--- src/hbd_pkg.sv ---
// Function
// - Host port pin functions follow bus type strapped at reset release.
// - Indirect bus types use address bit one as command/data selector.
// - Single-select mode: chip select alone qualifies an access in progress.
// - Single-select mode: space select high reaches buffer, low reaches registers.
// - Single-select access with space select low goes to register space.
// - Dual-select mode: primary chip select is active-low buffer select only.
// - Dual-select mode: space select is active-low register select; buffer select wins when both are low.
// - Bus types one and two: read strobe is an active-low read enable.
// - Bus type one: upper lane input enables data bits fifteen to eight.
package hbd_pkg;
    // Strap field positions within boot_strap
    localparam int STRAP_W        = 3;
    localparam int STRAP_IND_BIT  = 2;
    localparam int STRAP_TYPE_MSB = 1;
    localparam int STRAP_TYPE_LSB = 0;
    // Bus type codes in the low strap bits
    localparam logic [1:0] BT_68     = 2'h0;
    localparam logic [1:0] BT_80_T1  = 2'h1;
    localparam logic [1:0] BT_80_T2  = 2'h2;
    localparam logic [1:0] BT_80_T3  = 2'h3;
    localparam logic [2:0] STRAP_RST = 3'h1;
    localparam int ADDR_W = 17;
    localparam int DATA_W = 16;
    localparam logic [15:0] DATA_RST = 16'h0000;

    typedef enum logic [1:0] {HBD_IDLE, HBD_BUF, HBD_REG} hbd_space_t;
endpackage : hbd_pkg

--- src/hbd_dec_if.sv ---
`timescale 1ns/1ps
// Decoded access qualifiers passed from the decoder to the port top
interface hbd_dec_if;
    logic buf_sel;
    logic reg_sel;
    logic rd_en;
    logic wr_en;
    logic hi_en;
    logic lo_en;
    logic cmd;
    modport dec (output buf_sel, reg_sel, rd_en, wr_en, hi_en, lo_en, cmd);
    modport top (input  buf_sel, reg_sel, rd_en, wr_en, hi_en, lo_en, cmd);
endinterface : hbd_dec_if

--- src/hbd_decode.sv ---
`timescale 1ns/1ps
// Combinational pin-function decoder for the strapped bus type
module hbd_decode
    import hbd_pkg::*;
(
    input  wire logic [STRAP_W-1:0] strap,
    input  wire logic               dual_cs,
    input  wire logic               chip_sel_n,
    input  wire logic               space_sel,
    input  wire logic               addr1,
    input  wire logic               rd_pin_n,
    input  wire logic               wr_pin_n,
    input  wire logic               be1_n,
    input  wire logic               be0_n,
    hbd_dec_if.dec                  d
);
    logic [1:0] btype;
    logic       any_sel;
    assign btype = strap[STRAP_TYPE_MSB:STRAP_TYPE_LSB];

    // Space selection and qualified strobes
    always_comb begin
        if (dual_cs) begin
            d.buf_sel = !chip_sel_n;
            d.reg_sel = !space_sel;
        end else begin
            d.buf_sel = !chip_sel_n && space_sel;
            d.reg_sel = !chip_sel_n && !space_sel;
        end
        any_sel = d.buf_sel || d.reg_sel;
        d.cmd   = strap[STRAP_IND_BIT] && addr1;
        d.rd_en = 1'b0;
        d.wr_en = 1'b0;
        d.hi_en = 1'b0;
        d.lo_en = 1'b0;
        if (any_sel) begin
            case (btype)
                BT_68: begin
                    d.rd_en = wr_pin_n && !(be1_n && be0_n);
                    d.wr_en = !wr_pin_n && !(be1_n && be0_n);
                    d.hi_en = !be1_n;
                    d.lo_en = !be0_n;
                end
                BT_80_T1: begin
                    d.rd_en = !rd_pin_n;
                    d.wr_en = !wr_pin_n;
                    d.hi_en = !be1_n;
                    d.lo_en = !be0_n;
                end
                BT_80_T2: begin
                    d.rd_en = !rd_pin_n;
                    d.wr_en = !be1_n || !be0_n;
                    d.hi_en = !rd_pin_n || !be1_n;
                    d.lo_en = !rd_pin_n || !be0_n;
                end
                default: begin
                    d.rd_en = !rd_pin_n || !be1_n;
                    d.wr_en = !wr_pin_n || !be0_n;
                    d.hi_en = !be1_n || !be0_n;
                    d.lo_en = !rd_pin_n || !wr_pin_n;
                end
            endcase
        end
    end
endmodule : hbd_decode

--- src/hbd_top.sv ---
`timescale 1ns/1ps
// Host port front end: strap capture, space steering and data drive
module hbd_top
    import hbd_pkg::*;
(
    input  wire logic              clk,
    input  wire logic              rst,
    input  wire logic [STRAP_W-1:0] boot_strap,
    input  wire logic              dual_cs_mode,
    input  wire logic [ADDR_W:1]   host_addr,
    input  wire logic              chip_sel_n,
    input  wire logic              space_sel,
    input  wire logic              read_n,
    input  wire logic              write_n,
    input  wire logic              upper_lane_enable_n,
    input  wire logic              lower_lane_enable_n,
    input  wire logic [DATA_W-1:0] host_bus_word_in,
    output logic      [DATA_W-1:0] host_bus_word_out,
    output logic      [DATA_W-1:0] host_bus_word_oe,
    input  wire logic [DATA_W-1:0] rd_data,
    output logic                   buf_access,
    output logic                   reg_access,
    output logic                   acc_read,
    output logic                   acc_write,
    output logic                   acc_cmd,
    output logic      [ADDR_W:1]   acc_addr,
    output logic      [1:0]        acc_lanes,
    output logic      [DATA_W-1:0] acc_wdata,
    output logic      [STRAP_W-1:0] bus_type
);
    hbd_dec_if  dif ();
    logic [STRAP_W-1:0] strap;
    logic               strap_taken;
    logic [STRAP_W-1:0] next_strap;
    logic               next_strap_taken;
    hbd_space_t         space;
    hbd_space_t         next_space;
    logic [DATA_W-1:0]  next_out;
    logic [DATA_W-1:0]  next_oe;
    logic               next_buf_access;
    logic               next_reg_access;
    logic               next_acc_read;
    logic               next_acc_write;
    logic               next_acc_cmd;
    logic [ADDR_W:1]    next_acc_addr;
    logic [1:0]         next_acc_lanes;
    logic [DATA_W-1:0]  next_acc_wdata;
    logic [STRAP_W-1:0] next_bus_type;

    hbd_decode u_dec (
        .strap      (strap),
        .dual_cs    (dual_cs_mode),
        .chip_sel_n (chip_sel_n),
        .space_sel  (space_sel),
        .addr1      (host_addr[1]),
        .rd_pin_n   (read_n),
        .wr_pin_n   (write_n),
        .be1_n      (upper_lane_enable_n),
        .be0_n      (lower_lane_enable_n),
        .d          (dif)
    );

    // Strap capture in the first cycle after reset release
    always_comb begin
        next_strap       = strap;
        next_strap_taken = strap_taken;
        if (!strap_taken) begin
            next_strap       = boot_strap;
            next_strap_taken = 1'b1;
        end
    end

    always_ff @(posedge clk) begin
        if (rst) begin
            strap       <= STRAP_RST;
            strap_taken <= 1'b0;
        end else begin
            strap       <= next_strap;
            strap_taken <= next_strap_taken;
        end
    end

    // Space steering, access qualifiers and data drive per lane
    always_comb begin
        next_space = HBD_IDLE;
        if (strap_taken && dif.buf_sel) begin
            next_space = HBD_BUF;
        end else if (strap_taken && dif.reg_sel) begin
            next_space = HBD_REG;
        end
        // Read data and lane enables only while reading a selected space
        next_out = DATA_RST;
        next_oe  = DATA_RST;
        if (next_space != HBD_IDLE && dif.rd_en) begin
            next_out = rd_data;
            next_oe  = {{8{dif.hi_en}}, {8{dif.lo_en}}};
        end
        // Access strobes pass only while a space is selected
        next_buf_access = (next_space == HBD_BUF);
        next_reg_access = (next_space == HBD_REG);
        next_acc_read   = (next_space != HBD_IDLE) && dif.rd_en;
        next_acc_write  = (next_space != HBD_IDLE) && dif.wr_en;
        next_acc_cmd    = dif.cmd;
        // Indirect buses carry no address, so the forwarded address reads zero
        next_acc_addr   = host_addr;
        if (strap[STRAP_IND_BIT]) begin
            next_acc_addr = '0;
        end
        next_acc_lanes  = {dif.hi_en, dif.lo_en};
        next_acc_wdata  = host_bus_word_in;
        next_bus_type   = strap;
    end

    // Output registers, all cleared in reset except bus_type, which loads STRAP_RST
    always_ff @(posedge clk) begin
        if (rst) begin
            space             <= HBD_IDLE;
            host_bus_word_out <= DATA_RST;
            host_bus_word_oe  <= DATA_RST;
            buf_access        <= 1'b0;
            reg_access        <= 1'b0;
            acc_read          <= 1'b0;
            acc_write         <= 1'b0;
            acc_cmd           <= 1'b0;
            acc_addr          <= '0;
            acc_lanes         <= 2'h0;
            acc_wdata         <= DATA_RST;
            bus_type          <= STRAP_RST;
        end else begin
            space             <= next_space;
            host_bus_word_out <= next_out;
            host_bus_word_oe  <= next_oe;
            buf_access        <= next_buf_access;
            reg_access        <= next_reg_access;
            acc_read          <= next_acc_read;
            acc_write         <= next_acc_write;
            acc_cmd           <= next_acc_cmd;
            acc_addr          <= next_acc_addr;
            acc_lanes         <= next_acc_lanes;
            acc_wdata         <= next_acc_wdata;
            bus_type          <= next_bus_type;
        end
    end

    // Space selection checks
    a_idle_no_drive: assert property (@(posedge clk) disable iff (rst)
        !(buf_access || reg_access) |-> host_bus_word_oe == '0)
        else $error("data driven while unselected");
    a_idle_no_strobe: assert property (@(posedge clk) disable iff (rst)
        !(buf_access || reg_access) |-> !acc_read && !acc_write)
        else $error("strobe passed while unselected");
    a_single_buf: assert property (@(posedge clk) disable iff (rst)
        strap_taken && !dual_cs_mode && !chip_sel_n && space_sel
        |=> buf_access && !reg_access)
        else $error("single mode buffer route wrong");
    a_single_reg: assert property (@(posedge clk) disable iff (rst)
        strap_taken && !dual_cs_mode && !chip_sel_n && !space_sel
        |=> reg_access && !buf_access)
        else $error("single mode register route wrong");
    a_single_cs: assert property (@(posedge clk) disable iff (rst)
        !dual_cs_mode && chip_sel_n |=> !buf_access && !reg_access)
        else $error("access without chip select");
    a_dual_buf: assert property (@(posedge clk) disable iff (rst)
        strap_taken && dual_cs_mode && !chip_sel_n |=> buf_access)
        else $error("dual mode buffer select ignored");
    a_dual_reg: assert property (@(posedge clk) disable iff (rst)
        strap_taken && dual_cs_mode && chip_sel_n && !space_sel
        |=> reg_access)
        else $error("dual mode register select ignored");
    a_dual_both: assert property (@(posedge clk) disable iff (rst)
        strap_taken && dual_cs_mode && !chip_sel_n && !space_sel
        |=> buf_access && !reg_access)
        else $error("dual mode double select not steered to buffer");
    a_dual_none: assert property (@(posedge clk) disable iff (rst)
        dual_cs_mode && chip_sel_n && space_sel |=> !buf_access && !reg_access)
        else $error("dual mode access without any select");
    a_space_flags: assert property (@(posedge clk) disable iff (rst)
        buf_access == (space == HBD_BUF) && reg_access == (space == HBD_REG))
        else $error("space flags disagree with space state");

    // Strobe and lane checks
    a_read_t1: assert property (@(posedge clk) disable iff (rst)
        strap_taken && strap[1:0] == BT_80_T1 && !dual_cs_mode
        && !chip_sel_n && !read_n |=> acc_read)
        else $error("read strobe not taken");
    a_read_t2: assert property (@(posedge clk) disable iff (rst)
        strap_taken && strap[STRAP_TYPE_MSB:STRAP_TYPE_LSB] == BT_80_T2 && !dual_cs_mode
        && !chip_sel_n && !read_n |=> acc_read)
        else $error("type two read strobe not taken");
    a_upper_t1: assert property (@(posedge clk) disable iff (rst)
        strap_taken && strap[1:0] == BT_80_T1 && !dual_cs_mode
        && !chip_sel_n && !read_n && upper_lane_enable_n
        |=> host_bus_word_oe[15:8] == 8'h00)
        else $error("upper lane driven while disabled");
    a_lane_pair: assert property (@(posedge clk) disable iff (rst)
        acc_read |-> host_bus_word_oe == {{8{acc_lanes[1]}}, {8{acc_lanes[0]}}})
        else $error("drive enables disagree with lanes");

    // Strap and command checks
    a_cmd_indirect: assert property (@(posedge clk) disable iff (rst)
        strap_taken && !strap[STRAP_IND_BIT] |=> !acc_cmd)
        else $error("command flag in direct mode");
    a_cmd_addr1: assert property (@(posedge clk) disable iff (rst)
        strap_taken && strap[STRAP_IND_BIT] |=> acc_cmd == $past(host_addr[1]))
        else $error("command flag does not follow address bit one");
    a_addr_indirect: assert property (@(posedge clk) disable iff (rst)
        strap_taken && strap[STRAP_IND_BIT] |=> acc_addr == '0)
        else $error("address forwarded in indirect mode");
    a_strap_hold: assert property (@(posedge clk) disable iff (rst)
        strap_taken |=> $stable(strap))
        else $error("strap changed after capture");
    a_bus_type: assert property (@(posedge clk) disable iff (rst)
        strap_taken |=> bus_type == $past(strap))
        else $error("bus type does not show captured strap");

    // Scenario covers
    c_buf_read: cover property (@(posedge clk) buf_access && acc_read);
    c_reg_write: cover property (@(posedge clk) reg_access && acc_write);
    c_cmd: cover property (@(posedge clk) acc_cmd && acc_write);
    c_dual_reg: cover property (@(posedge clk) dual_cs_mode && reg_access && acc_read);
    c_upper_off: cover property (@(posedge clk) acc_read && acc_lanes == 2'h1);
endmodule : hbd_top

--- config.mk ---
export PLATFORM = sky130hd
export DESIGN_NAME = hbd_top
export DESIGN_NICKNAME = d
export VERILOG_FILES = /design/src/hbd_pkg.sv /design/src/hbd_dec_if.sv /design/src/hbd_decode.sv /design/src/hbd_top.sv
export SDC_FILE = /design/constraint.sdc
export NUM_CORES = 1
export LEC_CHECK = 0
export BUFFER_PORTS_ARGS = -buffer_cell sky130_fd_sc_hd__buf_2
export CAP_MARGIN = 40
export CORE_UTILIZATION = 41
export DETAILED_ROUTE_END_ITERATION = 8
export PLACE_DENSITY = 0.78
export SYNTH_ARGS = -nofsm -noshare
export SYNTH_HDL_FRONTEND = slang
export SYNTH_SLANG_ARGS = --single-unit
--- constraint.sdc ---
create_clock -name clk -period 2.4 [get_ports clk]
set_clock_uncertainty 0.1 [all_clocks]
set_input_delay 0.48 -clock clk [delete_from_list [all_inputs] [get_ports clk]]
set_output_delay 0.48 -clock clk [all_outputs]
set_load 0.01 [all_outputs]
==> flow_summary.toml <==
[worst_hold_path]
min_path_cells = 2
whs_endpoint = "acc_addr[13]"
hp-class = "in -> reg"
min-delay-start = "host_addr[13]"

[cts]
clk_path_buf_depth = 2
ctsResizeCount = 0
cts_hold_buf = 0
worstSkewPairLatency_ns = 0.32
h-tree-depth = 3
cts_tree = "done"
cts_buffers = 9
clock_sinks = 65
path_clk_slew_ns = 0.08
cts_setup_buffers = 0
root_buffer = "clkbuf_8"

[global_route]
overflow = 0
grt_pass1_vias = 1470
antenna_found_initial = 0
grt_pass1_wl_um = 6375
grtUsageTotal_pct = 16.10
grt_max_degree = 25

[worst_setup_path]
reg2regPathDepth = 7
r2r_start = "next_bus_type[0]"
crit_buf_inv = 2
crit_family = "simple AND/OR/NAND/NOR gates"
slowest_stage = "dfxtp_1"
crit_required_ns = 2.52
endpoint_kind = "register"
start_kind = "register"
slowest_delay_ns = 0.39
crit_type = "reg -> reg"
cp_cell_sequence = "inv_1, ha_1, nor2b_2, a311o_1, nand3_2, inv_2, and2_2"
crit_path_max_fanout = 17
crit_arrival_ns = 2.03
rrSetupSlack_ns = 0.49
reg2reg_to = "host_bus_word_out[14]"

[die]
die_x_um = 73.33
start_util_pct = 43.30
die_area_mm2 = 0.005377
ios = 136
die_h_um = 73.33
row_count = 25
core_area_mm2 = 0.004817

[detailed_routing]
via_per_inst = 4.240
drt_iter0_drc = 21
drc = 0
vias = 1628
finalWirelength_um = 4250
firstDrtPassIters = 2
wl_per_cell_um = 11.07
ant_nets = 0

[sta]
finalHoldViolCount = 0
fin_crit_sh_pct = 79.55
tightest_slew_ns = 0.2761
slew_viol_final = 0
fin_crit_ns = 1.909
grt_setup_unrepaired = "no"
setup_violations = 0
fmax_mhz = 523.8
maxSlewHeadroom_pct = 81.40
finalSetupTns_ns = 0

[flow_run]
drv_cap = 0

[yosys]
synth_seq_area_share_pct = 62.39
ys_ff_latch = 65
ys_types = 29
yosys_warnings = 0
syn_nets = 247
syn_inst = 182
avgSynthCellArea_um2 = 11.46
netlist_area_mm2 = 0.002086

[run_status]
status = "completed"

[power]
powerDensity_mw_per_mm2 = 796.5
leakagePower_nw = 1.557
vdd_drop_max_v = 0.0004634
total_power_mw = 2.352

[cells_and_area]
drive_gt1_share_pct = 54.57
antenna_cells = 0
final_cell_mix = "135 x buf_2, 65 x dfxtp_1, 18 x nor2b_1, 18 x and2_1"
area_growth_pct = 41.57
utilization_pct = 61.30
final_nets = 377
final_common_cell = "buf_2"

[place]
dpl.hpwl_um = 3286
port_buffers = 135
gp_congestion = 0.8856
## routing by layer
metal | part of all wire [%] | GRT usage, %
met3 | 8.9 | 5.487
met5 | 0 | 0
met4 | 2.1 | 10.90
met2 | 51 | 28.09
met1 | 38 | 16.20
## area by class of cell
type                    count  area [um^2]
fillers                   436         1864
flip-flops and latches     65         1301
repair buffers            137        690.7
multi-input cells          95        641.9
clock buffers              10        127.6
clock inverters             6        92.59
well taps                  67        83.83
inverters                   4        15.01
## sequential cells by signal, indices dropped and copies added, names as in the netlist
name,cells
acc_addr,17
acc_cmd,1
acc_lanes,2
acc_read,1
acc_wdata,16
acc_write,1
buf_access,1
bus_type,3
host_bus_word_oe,2
host_bus_word_out,16
next_bus_type,3
reg_access,1
strap_taken,1
## logic make-up after synthesis
family	Yosys count	share of synthesized area (%)
flip-flops	65	62.39
AO/OA/AOI/OAI	12	3.840
adder cells (fa/ha/maj)	4	2.400
buffers and inverters	22	6.838
XOR/XNOR	1	0.4200
AND/OR/NAND/NOR	75	22.68
multiplexers	3	1.440
## per-stage QoR
| step | setup slack (ns) | cells | hold slack (ns) | cell area (um^2) |
|---|---|---|---|---|
| 2_1_floorplan | 0.6226 | 182 | 0.3673 | 2086 |
| 3_3_place_gp | 0.5591 | 368 | 0.3905 | 2733 |
| 3_5_place_dp | 0.4883 | 368 | 0.3970 | 2733 |
| 4_1_cts | 0.4668 | 384 | 0.2213 | 2953 |
| 5_1_grt | 0.3480 | 384 | 0.2236 | 2953 |
| 6_report | 0.4907 | 384 | 0.2410 | 2953 |
## cell usage after synthesis
cell type	instances	area share (%)
dfxtp_1	65	62
and2_1	18	5.4
nor2b_1	18	5.4
buf_4	14	5.0
and2_4	9	3.8
nor2_1	8	1.4
and2_2	7	2.5
ha_1	4	2.4
nand3_1	4	0.96
o21ai_0	4	0.96
clkbuf_1	3	0.54
inv_1	3	0.54
mux2i_1	3	1.4
nand2b_1	3	0.90
nor3_1	3	0.72
a21oi_1	2	0.48
nand2_1	2	0.36
a211oi_1	1	0.36
a21oi_2	1	0.42
a311o_1	1	0.48
a32oi_1	1	0.42
buf_6	1	0.54
inv_2	1	0.18
nand2_2	1	0.30
nand3_2	1	0.48
nor2b_2	1	0.42
o21a_1	1	0.36
o31ai_1	1	0.36
xor2_1	1	0.42
## worst max path at each step
stage	slack [ns]	endpoint	startpoint	cells past startpoint
2_1_floorplan	0.62	host_bus_word_out[15]	next_bus_type[0]	8
3_3_place_gp	0.56	host_bus_word_out[13]	next_bus_type[0]	7
3_5_place_dp	0.49	host_bus_word_out[14]	next_bus_type[0]	7
4_1_cts	0.47	host_bus_word_out[14]	next_bus_type[0]	7
5_1_grt	0.35	host_bus_word_out[13]	next_bus_type[0]	7
6_report	0.49	host_bus_word_out[14]	next_bus_type[0]	7
## where the power goes
group          internal (mW)  leakage (nW)  switching, mW
combinational          0.112         0.919          0.105
sequential              1.13         0.535         0.0149
clock                  0.588         0.103          0.404
total                   1.83          1.56          0.524
Note: power is estimated with default switching activity, not from simulation.
